===== src/common/sdcmd_pkg.sv =====
// Constants, command codes, field layouts and decoding shared by both ends of the DRAM command link.
// Assumes one 20 MHz clock for both ends; all times are turned into whole cycles here.
package sdcmd_pkg;
   localparam int CLK_NS = 50;
   localparam int PWRUP_US = 200;
   localparam int PWRUP_CYC = PWRUP_US * 1000 / CLK_NS;
   localparam int CLOSE_IDLE_NS = 20;
   localparam int CLOSE_IDLE_CYC = (CLOSE_IDLE_NS + CLK_NS - 1) / CLK_NS;
   localparam int MODE_GAP_CYC = 2;
   localparam int REFRESH_CYCLE_NS = 70;
   localparam int REFRESH_CYCLE_CYC = (REFRESH_CYCLE_NS + CLK_NS - 1) / CLK_NS;
   localparam int OPEN_COL_NS = 20;
   localparam int OPEN_COL_CYC = (OPEN_COL_NS + CLK_NS - 1) / CLK_NS;
   localparam int ROW_OPEN_NS = 50;
   localparam int ROW_OPEN_CYC = (ROW_OPEN_NS + CLK_NS - 1) / CLK_NS;
   localparam int RETENTION_MS = 64;
   localparam int RETENTION_CYC = RETENTION_MS * 1000000 / CLK_NS;
   localparam int REFRESH_COUNT = 4096;
   localparam int INIT_REFRESHES = 2;
   // Command codes as {select, row strobe, column strobe, store strobe}, all active low.
   localparam logic [3:0] CMD_LOAD_MODE = 4'h0;
   localparam logic [3:0] CMD_REFRESH = 4'h1;
   localparam logic [3:0] CMD_CLOSE = 4'h2;
   localparam logic [3:0] CMD_OPEN_ROW = 4'h3;
   localparam logic [3:0] CMD_STORE = 4'h4;
   localparam logic [3:0] CMD_STOP = 4'h6;
   localparam logic [3:0] CMD_IDLE = 4'h7;
   // Operating-mode and drive-mode fields.
   localparam int OM_COUNT_LSB = 0;
   localparam int OM_ORDER_BIT = 3;
   localparam int OM_LAT_LSB = 4;
   localparam int OM_POLICY_BIT = 9;
   localparam int DM_STRENGTH_LSB = 5;
   localparam int AUTO_CLOSE_BIT = 10;
   localparam logic [2:0] LAT_CODE_2 = 3'h2;
   localparam logic [2:0] LAT_CODE_3 = 3'h3;
   localparam logic [2:0] COUNT_CODE_8 = 3'h3;
   localparam logic [2:0] COUNT_CODE_FULL = 3'h7;
   localparam logic [1:0] STRENGTH_FULL = 2'h0;
   localparam logic [1:0] STRENGTH_HALF = 2'h1;
   localparam logic [1:0] STRENGTH_RESV = 2'h2;
   localparam logic [1:0] STRENGTH_QUARTER = 2'h3;
   localparam logic [11:0] OM_MUST_ZERO = 12'hd80;
   // Controller register map.
   localparam logic [4:0] REG_MODE = 5'h00;
   localparam logic [4:0] REG_DRIVE = 5'h04;
   localparam logic [4:0] REG_TARGET = 5'h08;
   localparam logic [4:0] REG_DATA = 5'h0c;
   localparam logic [4:0] REG_STATUS = 5'h10;
   localparam logic [11:0] REG_MODE_RST = 12'h023;
   localparam logic [2:0] REG_DRIVE_RST = 3'h0;

   // Beats in one store burst: single-word policy forces one.
   function automatic logic [8:0] burst_beats(input logic [11:0] om);
      if (om[OM_POLICY_BIT])
         return 9'h001;
      if (om[OM_COUNT_LSB +: 3] == COUNT_CODE_FULL)
         return 9'h100;
      return 9'(9'h001 << om[OM_COUNT_LSB +: 2]);
   endfunction

   function automatic logic mode_legal(input logic [11:0] om);
      logic [2:0] cnt;
      cnt = om[OM_COUNT_LSB +: 3];
      return (om[OM_LAT_LSB +: 3] == LAT_CODE_2 || om[OM_LAT_LSB +: 3] == LAT_CODE_3) &&
             (cnt <= COUNT_CODE_8 || (cnt == COUNT_CODE_FULL && !om[OM_ORDER_BIT])) &&
             ((om & OM_MUST_ZERO) == 12'h000);
   endfunction
endpackage


===== src/common/sdcmd_if.sv =====
// Command link between the memory controller and the DRAM command logic.
// Both ends share clock_i; only the controller drives the data pins, reads are not carried.
`timescale 1ns/10ps
`default_nettype none
interface sdcmd_if;
   logic sel_n;
   logic row_strobe_n;
   logic col_strobe_n;
   logic store_strobe_n;
   logic [11:0] addr;
   logic bank_sel_high;
   logic bank_sel_low;
   logic [15:0] dq_out;
   logic dq_oe;
   modport ctrl (output sel_n, row_strobe_n, col_strobe_n, store_strobe_n, addr, bank_sel_high,
                 bank_sel_low, dq_out, dq_oe);
   modport dev (input sel_n, row_strobe_n, col_strobe_n, store_strobe_n, addr, bank_sel_high,
                bank_sel_low, dq_out, dq_oe);
endinterface
`default_nettype wire


===== src/core/sdcmd_ctrl.sv =====
// Memory controller end: power-up initialisation, periodic refresh and store bursts on request.
// Software reaches its registers over a plain strobe port; read data follow one cycle later.
//
// Behaviour
// - 4096 refreshes within every retention period
// - Idle commands for 200 us after start
// - Close all banks, then wait close time
// - Load operating mode, wait gap; drive optional
// - Two or more refreshes, each with cycle time
// - Mode, drive and refresh order is free
// - Program operating mode before any store
// - Operating load: strobes low, bank pins zero
// - Drive load: A12 high, A13 low
// - Latency and store policy fields in mode
// - Order and count fields; no reserved codes
// - Operating load drives unused bits zero
// - Drive strength field; default full
// - Drive load: only A5, A6 may be set
// - Burst columns wrap within the burst block
// - Interleaved burst columns use exclusive-or
// - Bank pins select one of four banks
// - Open row, wait open-to-column delay
// - Close one bank after row-open time
// - Auto-close bit high closes every bank
// - Store carries column and first data word
// - Store input ends after programmed burst count
// - Refresh only while all banks idle
`timescale 1ns/10ps
`default_nettype none
module sdcmd_ctrl #(
   parameter int RETENTION_CYC = sdcmd_pkg::RETENTION_CYC
) (
   // Clock and reset
   input wire logic clock_i,
   input wire logic nrst_i,
   // Register port
   input wire logic [4:0] reg_addr_i,
   input wire logic [31:0] reg_wdata_i,
   input wire logic reg_wr_i,
   input wire logic reg_rd_i,
   output logic [31:0] reg_rdata_o,
   // Link
   sdcmd_if.ctrl link
);
   localparam logic [15:0] REF_GAP = 16'(RETENTION_CYC / sdcmd_pkg::REFRESH_COUNT);

   typedef enum logic [3:0] {
      S_WAIT, S_CLOSE_ALL, S_MODE, S_DRIVE, S_REF, S_IDLE, S_OPEN, S_STORE, S_BURST, S_FIN
   } sdcmd_st_t;

   typedef struct packed {
      sdcmd_st_t st;
      sdcmd_st_t ret;
      logic [11:0] cnt;
      logic [1:0] nref;
      logic done;
      logic pend;
      logic cfg_bad;
      logic ref_due;
      logic [15:0] rcnt;
      logic [11:0] om;
      logic [2:0] drv;
      logic [22:0] tgt;
      logic [15:0] data;
      logic [8:0] left;
      logic [7:0] beat;
      logic [3:0] cmd;
      logic [11:0] addr;
      logic bhi;
      logic blo;
      logic [15:0] dq;
      logic oe;
      logic [31:0] rdata;
   } sdcmd_ctl_t;

   localparam sdcmd_ctl_t RST = '{
      st: S_WAIT, ret: S_CLOSE_ALL, cnt: 12'(sdcmd_pkg::PWRUP_CYC - 2), nref: 2'h0, done: 1'b0,
      pend: 1'b0, cfg_bad: 1'b0, ref_due: 1'b0, rcnt: 16'h0000, om: sdcmd_pkg::REG_MODE_RST,
      drv: sdcmd_pkg::REG_DRIVE_RST, tgt: 23'h000000, data: 16'h0000, left: 9'h000,
      beat: 8'h00, cmd: sdcmd_pkg::CMD_IDLE, addr: 12'h000, bhi: 1'b0, blo: 1'b0,
      dq: 16'h0000, oe: 1'b0, rdata: 32'h00000000};

   sdcmd_ctl_t q, n;
   logic [8:0] beats;

   assign beats = sdcmd_pkg::burst_beats(q.om);

   // Holds idle commands for gap cycles counted from the command just issued.
   function automatic sdcmd_ctl_t hold(input sdcmd_ctl_t s, input int gap, input sdcmd_st_t ret);
      hold = s;
      if (gap <= 1)
         hold.st = ret;
      else begin
         hold.st = S_WAIT;
         hold.cnt = 12'(gap - 2);
         hold.ret = ret;
      end
   endfunction

   always_comb begin
      n = q;
      n.cmd = sdcmd_pkg::CMD_IDLE;
      n.addr = 12'h000;
      n.bhi = 1'b0;
      n.blo = 1'b0;
      n.oe = 1'b0;
      // Refresh pacing runs from reset; a due refresh waits for the idle state.
      if (q.rcnt == 16'h0000) begin
         n.rcnt = REF_GAP - 16'h0001;
         n.ref_due = 1'b1;
      end else
         n.rcnt = q.rcnt - 16'h0001;
      unique case (q.st)
         S_WAIT: begin
            n.cnt = q.cnt - 12'h001;
            if (q.cnt == 12'h000)
               n.st = q.ret;
         end
         S_CLOSE_ALL: begin
            n.cmd = sdcmd_pkg::CMD_CLOSE;
            n.addr[sdcmd_pkg::AUTO_CLOSE_BIT] = 1'b1;
            n = hold(n, sdcmd_pkg::CLOSE_IDLE_CYC, S_MODE);
         end
         S_MODE: begin
            n.cmd = sdcmd_pkg::CMD_LOAD_MODE;
            n.addr = q.om;
            n = hold(n, sdcmd_pkg::MODE_GAP_CYC, q.drv[0] ? S_DRIVE : S_REF);
         end
         S_DRIVE: begin
            n.cmd = sdcmd_pkg::CMD_LOAD_MODE;
            n.bhi = 1'b1;
            n.addr[sdcmd_pkg::DM_STRENGTH_LSB +: 2] = q.drv[2:1];
            n = hold(n, sdcmd_pkg::MODE_GAP_CYC, S_REF);
         end
         S_REF: begin
            n.cmd = sdcmd_pkg::CMD_REFRESH;
            // A refresh falling due in this very cycle stays pending.
            if (q.rcnt != 16'h0000)
               n.ref_due = 1'b0;
            if (!q.done && q.nref != 2'(sdcmd_pkg::INIT_REFRESHES - 1)) begin
               n.nref = q.nref + 2'h1;
               n = hold(n, sdcmd_pkg::REFRESH_CYCLE_CYC, S_REF);
            end else begin
               n.done = 1'b1;
               n = hold(n, sdcmd_pkg::REFRESH_CYCLE_CYC, S_IDLE);
            end
         end
         S_IDLE: begin
            if (q.ref_due)
               n.st = S_REF;
            else if (q.pend)
               n.st = S_OPEN;
         end
         S_OPEN: begin
            n.pend = 1'b0;
            n.cmd = sdcmd_pkg::CMD_OPEN_ROW;
            n.addr = q.tgt[19:8];
            {n.bhi, n.blo} = q.tgt[21:20];
            n = hold(n, sdcmd_pkg::OPEN_COL_CYC, S_STORE);
         end
         S_STORE: begin
            n.cmd = sdcmd_pkg::CMD_STORE;
            n.addr[7:0] = q.tgt[7:0];
            n.addr[sdcmd_pkg::AUTO_CLOSE_BIT] = q.tgt[22];
            {n.bhi, n.blo} = q.tgt[21:20];
            n.dq = q.data;
            n.oe = 1'b1;
            n.beat = 8'h01;
            n.left = beats - 9'h001;
            n.st = (beats == 9'h001) ? S_FIN : S_BURST;
         end
         S_BURST: begin
            n.dq = q.data + {8'h00, q.beat};
            n.oe = 1'b1;
            n.beat = q.beat + 8'h01;
            n.left = q.left - 9'h001;
            if (q.left == 9'h001)
               n.st = S_FIN;
         end
         S_FIN: begin
            if (q.tgt[22])
               n = hold(n, sdcmd_pkg::ROW_OPEN_CYC + sdcmd_pkg::CLOSE_IDLE_CYC, S_IDLE);
            else begin
               n.cmd = sdcmd_pkg::CMD_CLOSE;
               {n.bhi, n.blo} = q.tgt[21:20];
               n = hold(n, sdcmd_pkg::CLOSE_IDLE_CYC, S_IDLE);
            end
         end
         default: n.st = S_IDLE;
      endcase
      // Register port; a software request set in the cycle it is taken still stands.
      if (reg_wr_i) begin
         case (reg_addr_i)
            sdcmd_pkg::REG_MODE: begin
               if (sdcmd_pkg::mode_legal(reg_wdata_i[11:0]))
                  n.om = reg_wdata_i[11:0];
               else
                  n.cfg_bad = 1'b1;
            end
            sdcmd_pkg::REG_DRIVE: begin
               if (reg_wdata_i[2:1] != sdcmd_pkg::STRENGTH_RESV)
                  n.drv = reg_wdata_i[2:0];
               else
                  n.cfg_bad = 1'b1;
            end
            sdcmd_pkg::REG_TARGET: n.tgt = reg_wdata_i[22:0];
            sdcmd_pkg::REG_DATA: begin
               n.data = reg_wdata_i[15:0];
               n.pend = 1'b1;
            end
            default: begin
            end
         endcase
      end
      n.rdata = 32'h00000000;
      if (reg_rd_i) begin
         case (reg_addr_i)
            sdcmd_pkg::REG_MODE: n.rdata = {20'h00000, q.om};
            sdcmd_pkg::REG_DRIVE: n.rdata = {29'h00000000, q.drv};
            sdcmd_pkg::REG_TARGET: n.rdata = {9'h000, q.tgt};
            sdcmd_pkg::REG_DATA: n.rdata = {16'h0000, q.data};
            sdcmd_pkg::REG_STATUS:
               n.rdata = {24'h000000, 4'(q.st), q.cfg_bad, q.pend || q.st != S_IDLE, q.pend, q.done};
            default: n.rdata = 32'h00000000;
         endcase
      end
   end

   always_ff @(posedge clock_i or negedge nrst_i) begin
      if (!nrst_i) begin
         q <= RST;
      end else begin
         q <= n;
      end
   end

   assign reg_rdata_o = q.rdata;
   assign {link.sel_n, link.row_strobe_n, link.col_strobe_n, link.store_strobe_n} = q.cmd;
   assign link.addr = q.addr;
   assign link.bank_sel_high = q.bhi;
   assign link.bank_sel_low = q.blo;
   assign link.dq_out = q.dq;
   assign link.dq_oe = q.oe;
endmodule
`default_nettype wire


===== src/flat_wrapper.sv =====
// flat-port wrapper written by rule: the top's interface ports become plain ports
module sdcmd_ctrl_flat 
#(
   parameter int RETENTION_CYC = sdcmd_pkg::RETENTION_CYC
)
  (clock_i, nrst_i, reg_addr_i, reg_wdata_i, reg_wr_i, reg_rd_i, reg_rdata_o, link_sel_n, link_row_strobe_n, link_col_strobe_n, link_store_strobe_n, link_addr, link_bank_sel_high, link_bank_sel_low, link_dq_out, link_dq_oe);
  sdcmd_if link_i ();
  input wire logic clock_i;
  input wire logic nrst_i;
  input wire logic [4:0] reg_addr_i;
  input wire logic [31:0] reg_wdata_i;
  input wire logic reg_wr_i;
  input wire logic reg_rd_i;
  output logic [31:0] reg_rdata_o;
  output wire logic [$bits(link_i.sel_n)-1:0] link_sel_n;
  output wire logic [$bits(link_i.row_strobe_n)-1:0] link_row_strobe_n;
  output wire logic [$bits(link_i.col_strobe_n)-1:0] link_col_strobe_n;
  output wire logic [$bits(link_i.store_strobe_n)-1:0] link_store_strobe_n;
  output wire logic [$bits(link_i.addr)-1:0] link_addr;
  output wire logic [$bits(link_i.bank_sel_high)-1:0] link_bank_sel_high;
  output wire logic [$bits(link_i.bank_sel_low)-1:0] link_bank_sel_low;
  output wire logic [$bits(link_i.dq_out)-1:0] link_dq_out;
  output wire logic [$bits(link_i.dq_oe)-1:0] link_dq_oe;
  assign link_sel_n = link_i.sel_n;
  assign link_row_strobe_n = link_i.row_strobe_n;
  assign link_col_strobe_n = link_i.col_strobe_n;
  assign link_store_strobe_n = link_i.store_strobe_n;
  assign link_addr = link_i.addr;
  assign link_bank_sel_high = link_i.bank_sel_high;
  assign link_bank_sel_low = link_i.bank_sel_low;
  assign link_dq_out = link_i.dq_out;
  assign link_dq_oe = link_i.dq_oe;
  sdcmd_ctrl #(.RETENTION_CYC(RETENTION_CYC)) u_core (.clock_i(clock_i), .nrst_i(nrst_i), .reg_addr_i(reg_addr_i), .reg_wdata_i(reg_wdata_i), .reg_wr_i(reg_wr_i), .reg_rd_i(reg_rd_i), .reg_rdata_o(reg_rdata_o), .link(link_i));
endmodule

===== config.mk =====
export PLATFORM = sky130hd
export DESIGN_NAME = sdcmd_ctrl_flat
export DESIGN_NICKNAME = d
export VERILOG_FILES = /design/src/common/sdcmd_pkg.sv /design/src/common/sdcmd_if.sv /design/src/core/sdcmd_ctrl.sv /design/src/flat_wrapper.sv
export SDC_FILE = /design/constraint.sdc
export NUM_CORES = 1
export LEC_CHECK = 0
export ABC_AREA = 1
export BUFFER_PORTS_ARGS = -buffer_cell sky130_fd_sc_hd__clkbuf_2
export CAP_MARGIN = 20
export CELL_PAD_IN_SITES_DETAIL_PLACEMENT = 1
export CELL_PAD_IN_SITES_GLOBAL_PLACEMENT = 1
export CORE_ASPECT_RATIO = 0.5
export CORE_MARGIN = 2
export CORE_UTILIZATION = 47
export CTS_CLUSTER_DIAMETER = 80
export DETAILED_ROUTE_END_ITERATION = 7
export PLACE_DENSITY = 0.95
export SYNTH_ARGS = -nofsm -noshare
export SYNTH_HDL_FRONTEND = slang
export SYNTH_SLANG_ARGS = --single-unit
export TNS_END_PERCENT = 100

===== constraint.sdc =====
create_clock -name clock_i -period 3 [get_ports clock_i]
set_clock_uncertainty 0.1 [all_clocks]
set_input_delay 0.15 -clock clock_i [delete_from_list [all_inputs] [get_ports clock_i]]
set_output_delay 0.15 -clock clock_i [all_outputs]
set_load 0.005 [all_outputs]

==> results of run 1 <==
-- worst max path at each step --
stage | startpoint | to | slack, ns | cells past startpoint
4_1_cts | u_core.q[177] | u_core.q[178] | 0.60 | 6
3_3_place_gp | u_core.q[178] | u_core.link.dq_out[13] | 0.88 | 9
2_1_floorplan | u_core.q[67] | u_core.link.dq_out[12] | 1.20 | 11
5_1_grt | u_core.q[177] | u_core.q[178] | 0.16 | 6
6_report | u_core.q[177] | u_core.q[178] | 0.23 | 6
3_5_place_dp | u_core.q[178] | u_core.q[79] | 0.76 | 7
-- power by group --
| group | leakage, nW | switching (mW) | internal (mW) |
|---|---|---|---|
| clock network | 0.294 | 1.18 | 1.23 |
| registers | 2.18 | 0.155 | 2.39 |
| logic | 2.73 | 0.323 | 0.133 |
| total | 5.20 | 1.66 | 3.76 |
-- cells in the final DEF, fill, tap and decap left out, types with 17 or more instances in the layout --
| cell | instances |
|---|---|
| dfrtp_1 | 153 |
| nand2_1 | 297 |
| inv_1 | 133 |
| ha_1 | 18 |
| clkbuf_2 | 87 |
| nor2_1 | 105 |
| dlygate4sd3_1 | 25 |
| clkbuf_16 | 17 |
| a21oi_1 | 38 |
| nand3_1 | 70 |
| o21ai_0 | 77 |
-- metrics by stage --
step                      instance area, sq um  hold WS [ns]
after global placement                    9310        0.0536
after CTS                                10200        0.0563
after global routing                     10200         0.102
after detailed placement                  9310        0.0674
after floorplan                           9000        -0.246
final                                    10200        0.0876
-- worst max-delay path, delay by kind of cell, from the launching register on --
kind | cells | cell delay [ns]
AO/OA/AOI/OAI | 2 | 0.49
buffers and inverters | 1 | 0.54
flip-flops | 1 | 0.48
AND/OR/NAND/NOR | 3 | 1.00
-- state kept, by name (all words and copies together), names as in the netlist --
name,count
u_core.reg_rdata_o,23
u_core.link.store_strobe_n,1
u_core.link.addr,12
u_core.link.row_strobe_n,1
u_core.q,112
u_core.link.bank_sel_low,1
u_core.link.bank_sel_high,1
u_core.link.dq_out,16
u_core.link.dq_oe,1
u_core.link.col_strobe_n,1
-- kinds of logic after synthesis --
family                     count (synthesis)  share of synthesized area
adders and majority gates                 19                     0.0274
buffers and inverters                    225                      0.122
and+or+nand+nor                          528                      0.252
muxes                                      1                    0.00126
DFF                                      169                      0.474
AOI/OAI and AO/OA                        162                      0.104
xor gates and xnor gates                  19                     0.0186
other                                      1                   0.000418
-- layout make-up --
type,instances,area share
repair buffers,126,0.0795
inverters,139,0.0516
multi-input cells,739,0.360
clock inverters,13,0.0142
clock buffers,19,0.0446
flip-flops and latches,169,0.418
well taps,259,0.0319
-- metal layers --
layer / track usage / vias to the layer above
met3: 0.126 / 305
li1: - / 3669
met2: 0.610 / 827
met4: 0.274 / 2
met5: 0 / -
met1: 0.471 / 4480
==> qor.txt, run 1 <==
status = finished with violations
violated checks = design-rule violations
min Tclk post-route = 2.77 ns
number of antenna violations at the first check in global routing = 0
r2r endpoint = u_core.q[178]
Slew Limit Fails = 0
Clock Sink Count = 169
Max-Cap Viols = 0
Met3 Wirelength = 4350 um
vias per cell = 6.34
footprint of the multi-input gates = 0.00365 sq mm
slew margin rel. = 0.546
Routed Wire Length = 38,400 um
final worst-path setup slack = 0.231 ns
WL met2 = 16,800 um
R2R cell count = 6
GRT Total Usage = 0.392
register area share after synthesis = 0.474
Core Area = 0.0185 sq mm
CTS tree = built
Critical Path Slowest Stage Cell = inv_2
hold_buf cts = 25
Port Buffers = 88
Final Total Pwr = 5.41 mW
hold-critical path depth = 6
worst-skew pair later-pin latency = 0.47 ns
cell taking the most area after synthesis = dfrtp_1
cell area after synthesis = 0.00897 sq mm
Cells after Synth = 1,124
async set-reset flop share out of synthesis = 1.00
final core utilization = 0.548
postcts setup bufs = 0
hold endpoint = u_core.reg_rdata_o[4]
M1 WL = 14,200 um
chip height = 102 um
Overflow after GRT = 0
setup TNS = 0 ns
hold crit path type = input pin to register
CTS Buf Count = 17
Clock transition at path regs = 0.09 ns
Worst Path Max Fanout = 24
vias in the first global route = 9,830
Netlist cell types = 51
Sequential Area = 0.00425 sq mm
Initial Util = 0.484
Post-synth EDFFs = 0
Area Overhead vs Synth = 13.3%
die footprint = 0.0203 sq mm
area share of the largest cell type after synthesis = 0.427
first-pass GRT wire length = 58,500 um
maximum VDD drop = 0.449 mV
H-tree levels = 4
most frequent cell after synthesis = nand2_1
dpl ws = 0.763 ns
Worst path max stage delay = 0.54 ns
Commonest cells post-synth = 297 x nand2_1, 153 x dfrtp_1, 133 x inv_1
hold wc startpoint = reg_addr_i[1]
ant diodes = 0
top sig layer = met5
routed wire length per instance = 26.3 um
PostCTS Resize Cnt = 0
f_max = 361 MHz
Most used DFF post-synth = dfrtp_1
slew of the pin with the lowest slew margin = 0.678 ns
Cell Rows = 35
placed cells = 1,407
CP startpoint kind = register
crit path kind = register to register
Clock Tree Buf Depth = 2
final cell count without fillers = 1,464
leakage power = 5.20 nW
data required time of the critical path = 3.23 ns
pin count of the biggest net entering global routing = 61
syn_area_per_cell = 7.98 sq um
Fill cells = 2,224
detailed placer's ending HPWL = 20,800 um
R2R Setup Slk = 0.23 ns
setup violators final = 0
most frequent CP cell = o21ai_0
Final ANT Viol Nets = 0
period utilization = 0.923
final hold violations = 0
#FFs+latches synth = 169
crit path cell chain = nor2_1 > nand2_2 > inv_2 > o21ai_0 > nand2_1 > o21ai_0
PD cells = 533 mW/mm^2
vias = 9,283
share of post-route cells with drive strength above 1 = 0.149
Area contributors post-synth = dfrtp_1 43%, nand2_1 12%, inv_1 5.6%
crit path DAT = 3.00 ns
RR Startpoint = u_core.q[177]
chip width = 199 um
synth warn = 0
RSZ-0062 raised after global routing = no
router iterations before antenna repair = 8
drt drc = 4
Ports = 108
initial drt markers = 1,150
Post-layout nets = 1,252
CTS root buf = clkbuf_16
crit end category = register
RePlAce Congestion = 0.933
Power figures use the tool's default switching activity.
==> inputs of run 2 (changes only) <==
CORE_ASPECT_RATIO = 1.75   (was 0.5)
==> qor.txt, run 2 (synthesized netlist as in run 1, its figures left out) <==
f_max = 404 MHz (+12%)
chip height = 187 um (+84%)
Top reg by flops = u_core.q
data required time of the critical path = 3.20 ns (-0.03 ns)
crit end category = register
most frequent cells in the layout = 297 x nand2_1, 153 x dfrtp_1, 133 x inv_1, 105 x nor2_1, 87 x clkbuf_2
Worst Path Max Fanout = 25 (+4.2%)
chip width = 108 um (-46%)
Clock Tree Buf Depth = 2 (unchanged)
status = completed
number of antenna violations at the first check in global routing = 1 (+1)
slew margin rel. = 0.526 (-0.0197)
vias = 8,516 (-8.3%)
RePlAce Congestion = 0.892 (-4.4%)
RSZ-0062 raised after global routing = no
Area Overhead vs Synth = 13.3% (about the same)
final hold violations = 0 (unchanged)
hold crit path type = input pin to register
commonest non-fill, non-tap cell in the layout = nand2_1
initial drt markers = 794 (-31%)
max reg flops = 112 (unchanged)
R2R cell count = 6 (unchanged)
Sequential Power Share = 0.469 (-0.002)
dpl ws = 0.739 ns (-0.0242 ns)
min Tclk post-route = 2.47 ns (-0.295 ns)
CTS root buf = clkbuf_16
Routed Wire Length = 32,100 um (-17%)
worst-skew pair later-pin latency = 0.45 ns (-0.02 ns)
Overflow after GRT = 0 (unchanged)
H-tree levels = 4 (unchanged)
PD cells = 529 mW/mm^2 (-0.63%)
NetSw = 1.42 mW (-14%)
Critical Path Slowest Stage Cell = dfrtp_1
RR Startpoint = u_core.q[177]
Final ANT Viol Nets = 0 (unchanged)
vias in the first global route = 9,351 (-4.9%)
Clock Sink Count = 169 (unchanged)
Post-layout nets = 1,250 (-0.16%)
Internal = 3.96 mW (+5.6%)
hold_buf cts = 25 (unchanged)
r2r endpoint = u_core.q[81]
Worst path max stage delay = 0.47 ns (-0.07 ns)
crit path kind = register to register
Placed Area = 0.00928 sq mm (-0.31%)
setup violators final = 0 (unchanged)
period utilization = 0.825 (-0.0983)
final worst-path setup slack = 0.526 ns (+0.295 ns)
drt drc = 0 (-4)
CTS Buf Count = 17 (unchanged)
pin count of the biggest net entering global routing = 72 (+18%)
leakage power = 5.20 nW (about the same)
Core Area = 0.0187 sq mm (+0.75%)
die footprint = 0.0202 sq mm (-0.11%)
GRT Total Usage = 0.332 (-0.0604)
cell depth of the worst setup path = 6 (unchanged)
detailed placer's ending HPWL = 19,600 um (-5.8%)
Ports = 108 (unchanged)
Critical Path Source = u_core.q[177]
Comb power frac = 0.078 (-0.006)
slew of the pin with the lowest slew margin = 0.708 ns (+0.0294 ns)
CP endpoint = u_core.q[81]
R2R Setup Slk = 0.53 ns (+0.29 ns)
CTS tree = built
Clock transition at path regs = 0.07 ns (-0.02 ns)
PostCTS Resize Cnt = 0 (unchanged)
CP startpoint kind = register
crit path cell chain = nor2_1 > nand2_2 > nand2_2 > inv_2 > a31oi_1 > a22oi_1
vias per cell = 5.91 (-6.9%)
Port Buffers = 88 (unchanged)
Clock power frac = 0.452 (+0.007)
Cell Rows = 66 (+89%)
final core utilization = 0.544 (-0.00374)
share of post-route cells with drive strength above 1 = 0.145 (-0.00308)
routed wire length per instance = 22.3 um (-15%)
hold slack = 0.0485 ns (-0.0391 ns)
Slew Limit Fails = 0 (unchanged)
router iterations before antenna repair = 5 (-3)
Worst Path Buf+Inv = 1 (unchanged)
postcts setup bufs = 0 (unchanged)
most frequent CP cell = nand2_2
setup TNS = 0 ns (unchanged)
first-pass GRT wire length = 51,400 um (-12%)
Initial Util = 0.480 (-0.00360)
Finished Cell Area = 0.0102 sq mm (about the same)
switching share of total power = 0.263 (-0.0427)
crit path DAT = 2.67 ns (-0.33 ns)
family with the most delay on the worst path = simple AND/OR/NAND/NOR gates
Max-Cap Viols = 0 (unchanged)
maximum VDD drop = 0.357 mV (-21%)
==> run 2: cell count changes in the layout (fill, tap and decap cells not counted) <==
cell | previous run | this run
buf_4 | 12 | 9
clkbuf_1 | 0 | 2
inv_8 | 4 | 0
clkinvlp_4 | 1 | 4
diode_2 | 0 | 1
inv_6 | 6 | 1
clkinv_4 | 1 | 0
buf_12 | 1 | 2
clkinv_2 | 0 | 2
bufinv_16 | 1 | 4
==> run 2: stage by stage <==
stage | power [mW] | instances
after floorplan | 2.72 | 1133
after global placement | 2.87 | 1384
after detailed placement | 2.90 | 1384
after CTS | 5.32 | 1441
after global routing | 5.52 | 1442
final | 5.38 | 1442
==> run 2: how the worst min path moves through the flow <==
stage | slack, ns | depth (start not counted) | to | from
CTS | 0.05 | 6 | u_core.reg_rdata_o[1] | reg_addr_i[0]
global route | 0.08 | 6 | u_core.reg_rdata_o[5] | reg_addr_i[0]
detailed placement | 0.11 | 1 | u_core.reg_rdata_o[11] | nrst_i
finish | 0.05 | 6 | u_core.reg_rdata_o[5] | reg_addr_i[0]
global placement | 0.10 | 1 | u_core.link.addr[8] | nrst_i
floorplan | -0.25 | 0 | u_core.link.addr[0] | nrst_i
==> run 2: area by class of cell <==
| type | instances | area [sq um] |
|---|---|---|
| antenna | 1 | 2.50 |
| clock buffer | 21 | 460 |
| clock inverter | 11 | 169 |
| fill | 2307 | 8500 |
| inverter | 139 | 524 |
| multi-input combinational | 739 | 3650 |
| sequential | 169 | 4250 |
| tap | 238 | 298 |
| timing repair buffer | 124 | 805 |
==> run 2: metal layers <==
layer,up-vias,routed length (um),GRT usage
met4,0,2450,0.225
met2,462,16100,0.555
met1,4193,11500,0.379
li1,3665,-,-
met3,196,2010,0.0576
met5,-,0,0
==> run 2: power by group through the flow <==
stage / registers, mW / clock network, mW / logic, mW
5_1_grt: 2.53 / 2.53 / 0.464
3_3_place_gp: 2.53 / 0 / 0.334
4_1_cts: 2.51 / 2.41 / 0.403
6_report: 2.53 / 2.43 / 0.420
3_5_place_dp: 2.54 / 0 / 0.362
2_1_floorplan: 2.49 / 0 / 0.222
==> run 2: worst register-to-register path, cell delays in order, from the launching register on <==
cell and delay, ns:
dfrtp_1 0.47, nor2_1 0.27, nand2_2 0.33, nand2_2 0.40
inv_2 0.31, a31oi_1 0.32, a22oi_1 0.12
==> inputs of run 3 (changes only) <==
CORE_UTILIZATION = 44   (was 47)
PLACE_DENSITY = 0.91   (was 0.95)
clock period = 2.6 ns   (was 3 ns; I/O delays follow)
==> qor.txt, run 3 (synthesized netlist as in run 1, its figures left out) <==
Area Overhead vs Synth = 13.4% (about the same)
CTS root buf = clkbuf_16
dpl ws = 0.514 ns (-0.225 ns)
Initial Util = 0.446 (-0.0347)
worst-skew pair later-pin latency = 0.44 ns (about the same)
CTS Buf Count = 17 (unchanged)
CTS tree = built
slew of the pin with the lowest slew margin = 0.703 ns (-0.00423 ns)
Slew Limit Fails = 0 (unchanged)
pin count of the biggest net entering global routing = 49 (-32%)
RePlAce Congestion = 0.889 (-0.27%)
Comb power frac = 0.078 (about the same)
PostCTS Resize Cnt = 0 (unchanged)
switching share of total power = 0.253 (-0.0107)
CP startpoint kind = register
vias = 8,175 (-4.0%)
router iterations before antenna repair = 8 (+3)
die footprint = 0.0216 sq mm (+6.6%)
Worst path max stage delay = 0.39 ns (-0.08 ns)
crit path kind = register to register
Clock Sink Count = 169 (unchanged)
Worst Path Max Fanout = 4 (-84%)
Clock Tree Buf Depth = 2 (unchanged)
Critical Path Slowest Stage Cell = fa_1
min Tclk post-route = 2.17 ns (-0.307 ns)
crit end category = register
data required time of the critical path = 2.82 ns (-0.38 ns)
GR Layer Usage met2 = 0.487 (-0.0674)
most frequent cells in the layout = 297 x nand2_1, 153 x dfrtp_1, 133 x inv_1, 105 x nor2_1, 87 x clkbuf_2
Cell Rows = 69 (+4.5%)
routed wire length per instance = 19.9 um (-10%)
Sequential Power Share = 0.484 (+0.015)
maximum VDD drop = 0.396 mV (+11%)
hold crit path type = input pin to register
status = completed
initial drt markers = 439 (-45%)
setup TNS = 0 ns (unchanged)
commonest non-fill, non-tap cell in the layout = nand2_1
vias in the first global route = 8,935 (-4.4%)
routing usage on met1 = 0.306 (-0.0730)
final hold violations = 0 (unchanged)
Overflow after GRT = 0 (unchanged)
Max-Cap Viols = 0 (unchanged)
Clock power frac = 0.438 (-0.014)
ant diodes = 0 (-1)
Post-layout nets = 1,256 (+0.48%)
max reg flops = 112 (unchanged)
GR peak layer = met2
RSZ-0062 raised after global routing = no
H-tree levels = 4 (unchanged)
crit path cell chain = ha_1 > inv_1 > fa_1 > inv_1 > nand3_1 > nand3_1 > nand2_1 > nand2_1 > nand3_1 > nand3_1 > nand3_1
PD cells = 589 mW/mm^2 (+11%)
number of antenna violations at the first check in global routing = 0 (-1)
final worst-path setup slack = 0.434 ns (-0.0926 ns)
f_max = 462 MHz (+14%)
Ports = 108 (unchanged)
GR Util met3 = 0.0443 (-0.0133)
most frequent CP cell = nand3_1
Clock transition at path regs = 0.07 ns (about the same)
detailed placer's ending HPWL = 20,100 um (+2.3%)
chip height = 193 um (+3.3%)
Core Area = 0.0201 sq mm (+7.8%)
Internal = 4.48 mW (+13%)
leakage power = 5.21 nW (+0.27%)
setup violators final = 0 (unchanged)
Final ANT Viol Nets = 0 (unchanged)
GRT Total Usage = 0.277 (-0.0549)
slew margin rel. = 0.529 (+0.00283)
vias per cell = 5.61 (-5.0%)
Port Buffers = 88 (unchanged)
Routed Wire Length = 29,000 um (-9.5%)
first-pass GRT wire length = 46,700 um (-9.1%)
crit path DAT = 2.39 ns (-0.28 ns)
Top reg by flops = u_core.q
hold_buf cts = 25 (unchanged)
period utilization = 0.833 (+0.00861)
postcts setup bufs = 0 (unchanged)
NetSw = 1.51 mW (+6.8%)
share of post-route cells with drive strength above 1 = 0.146 (+0.000932)
chip width = 112 um (+3.2%)
drt drc = 0 (unchanged)
-- run 3: routing by layer --
| metal | wire length [um] | share of wire | vias to the layer above |
|---|---|---|---|
| li1 | - | - | 3675 |
| met1 | 10700 | 0.37 | 4055 |
| met2 | 15100 | 0.52 | 315 |
| met3 | 1230 | 0.043 | 130 |
| met4 | 1950 | 0.067 | 0 |
| met5 | 0 | 0 | - |
-- run 3: area by class of cell --
type                            count  area, sq um
Fill cell                        2456         9950
Clock buffer                       25          475
Clock inverter                      7          116
Inverter                          139          524
Timing Repair Buffer              130          837
Multi-Input combinational cell    739         3650
Sequential cell                   169         4250
Tap cell                          248          310
-- run 3: power groups by stage --
stage	Combinational (mW)	Clock, mW	Sequential [mW]
after floorplan	0.256	0	2.88
after detailed placement	0.418	0	2.93
after CTS	0.463	2.65	2.89
after global routing	0.517	2.76	2.91
final	0.466	2.62	2.90
after global placement	0.392	0	2.92
-- run 3: worst paths after layout --
| check | from | endpoint | slack, ns | depth (start not counted) |
|---|---|---|---|---|
| hold / removal | reg_addr_i[2] | u_core.q[155] | 0.04 | 5 |
| setup / recovery | u_core.q[67] | u_core.link.dq_out[12] | 0.43 | 11 |
| max in group asynchronous | nrst_i | u_core.q[126] | 1.54 | 3 |
| hold reg to reg | u_core.q[138] | u_core.q[138] | 0.34 | 1 |
| min in group asynchronous | nrst_i | u_core.link.addr[5] | 0.10 | 2 |
| setup reg to reg | u_core.q[67] | u_core.link.dq_out[12] | 0.43 | 11 |
-- run 3: per-stage QoR --
step / instances / instance area, sq um / utilization / hold slack, ns / total power [mW]
floorplan: 1133 / 9000 / - / -0.266 / 3.13
global placement: 1400 / 9320 / 0.464 / -0.0115 / 3.31
detailed placement: 1400 / 9320 / 0.464 / -0.00769 / 3.35
CTS: 1457 / 10200 / 0.505 / 0.0302 / 6.00
global route: 1457 / 10200 / 0.505 / 0.0741 / 6.18
finish: 1457 / 10200 / 0.505 / 0.0381 / 5.99
-- run 3: critical path, delay by kind of cell (launching register included) --
kind | cells | cell delay (ns)
AND/OR/NAND/NOR | 7 | 0.77
adder cells (fa/ha/maj) | 2 | 0.62
flip-flops | 1 | 0.38
buffers and inverters | 2 | 0.19
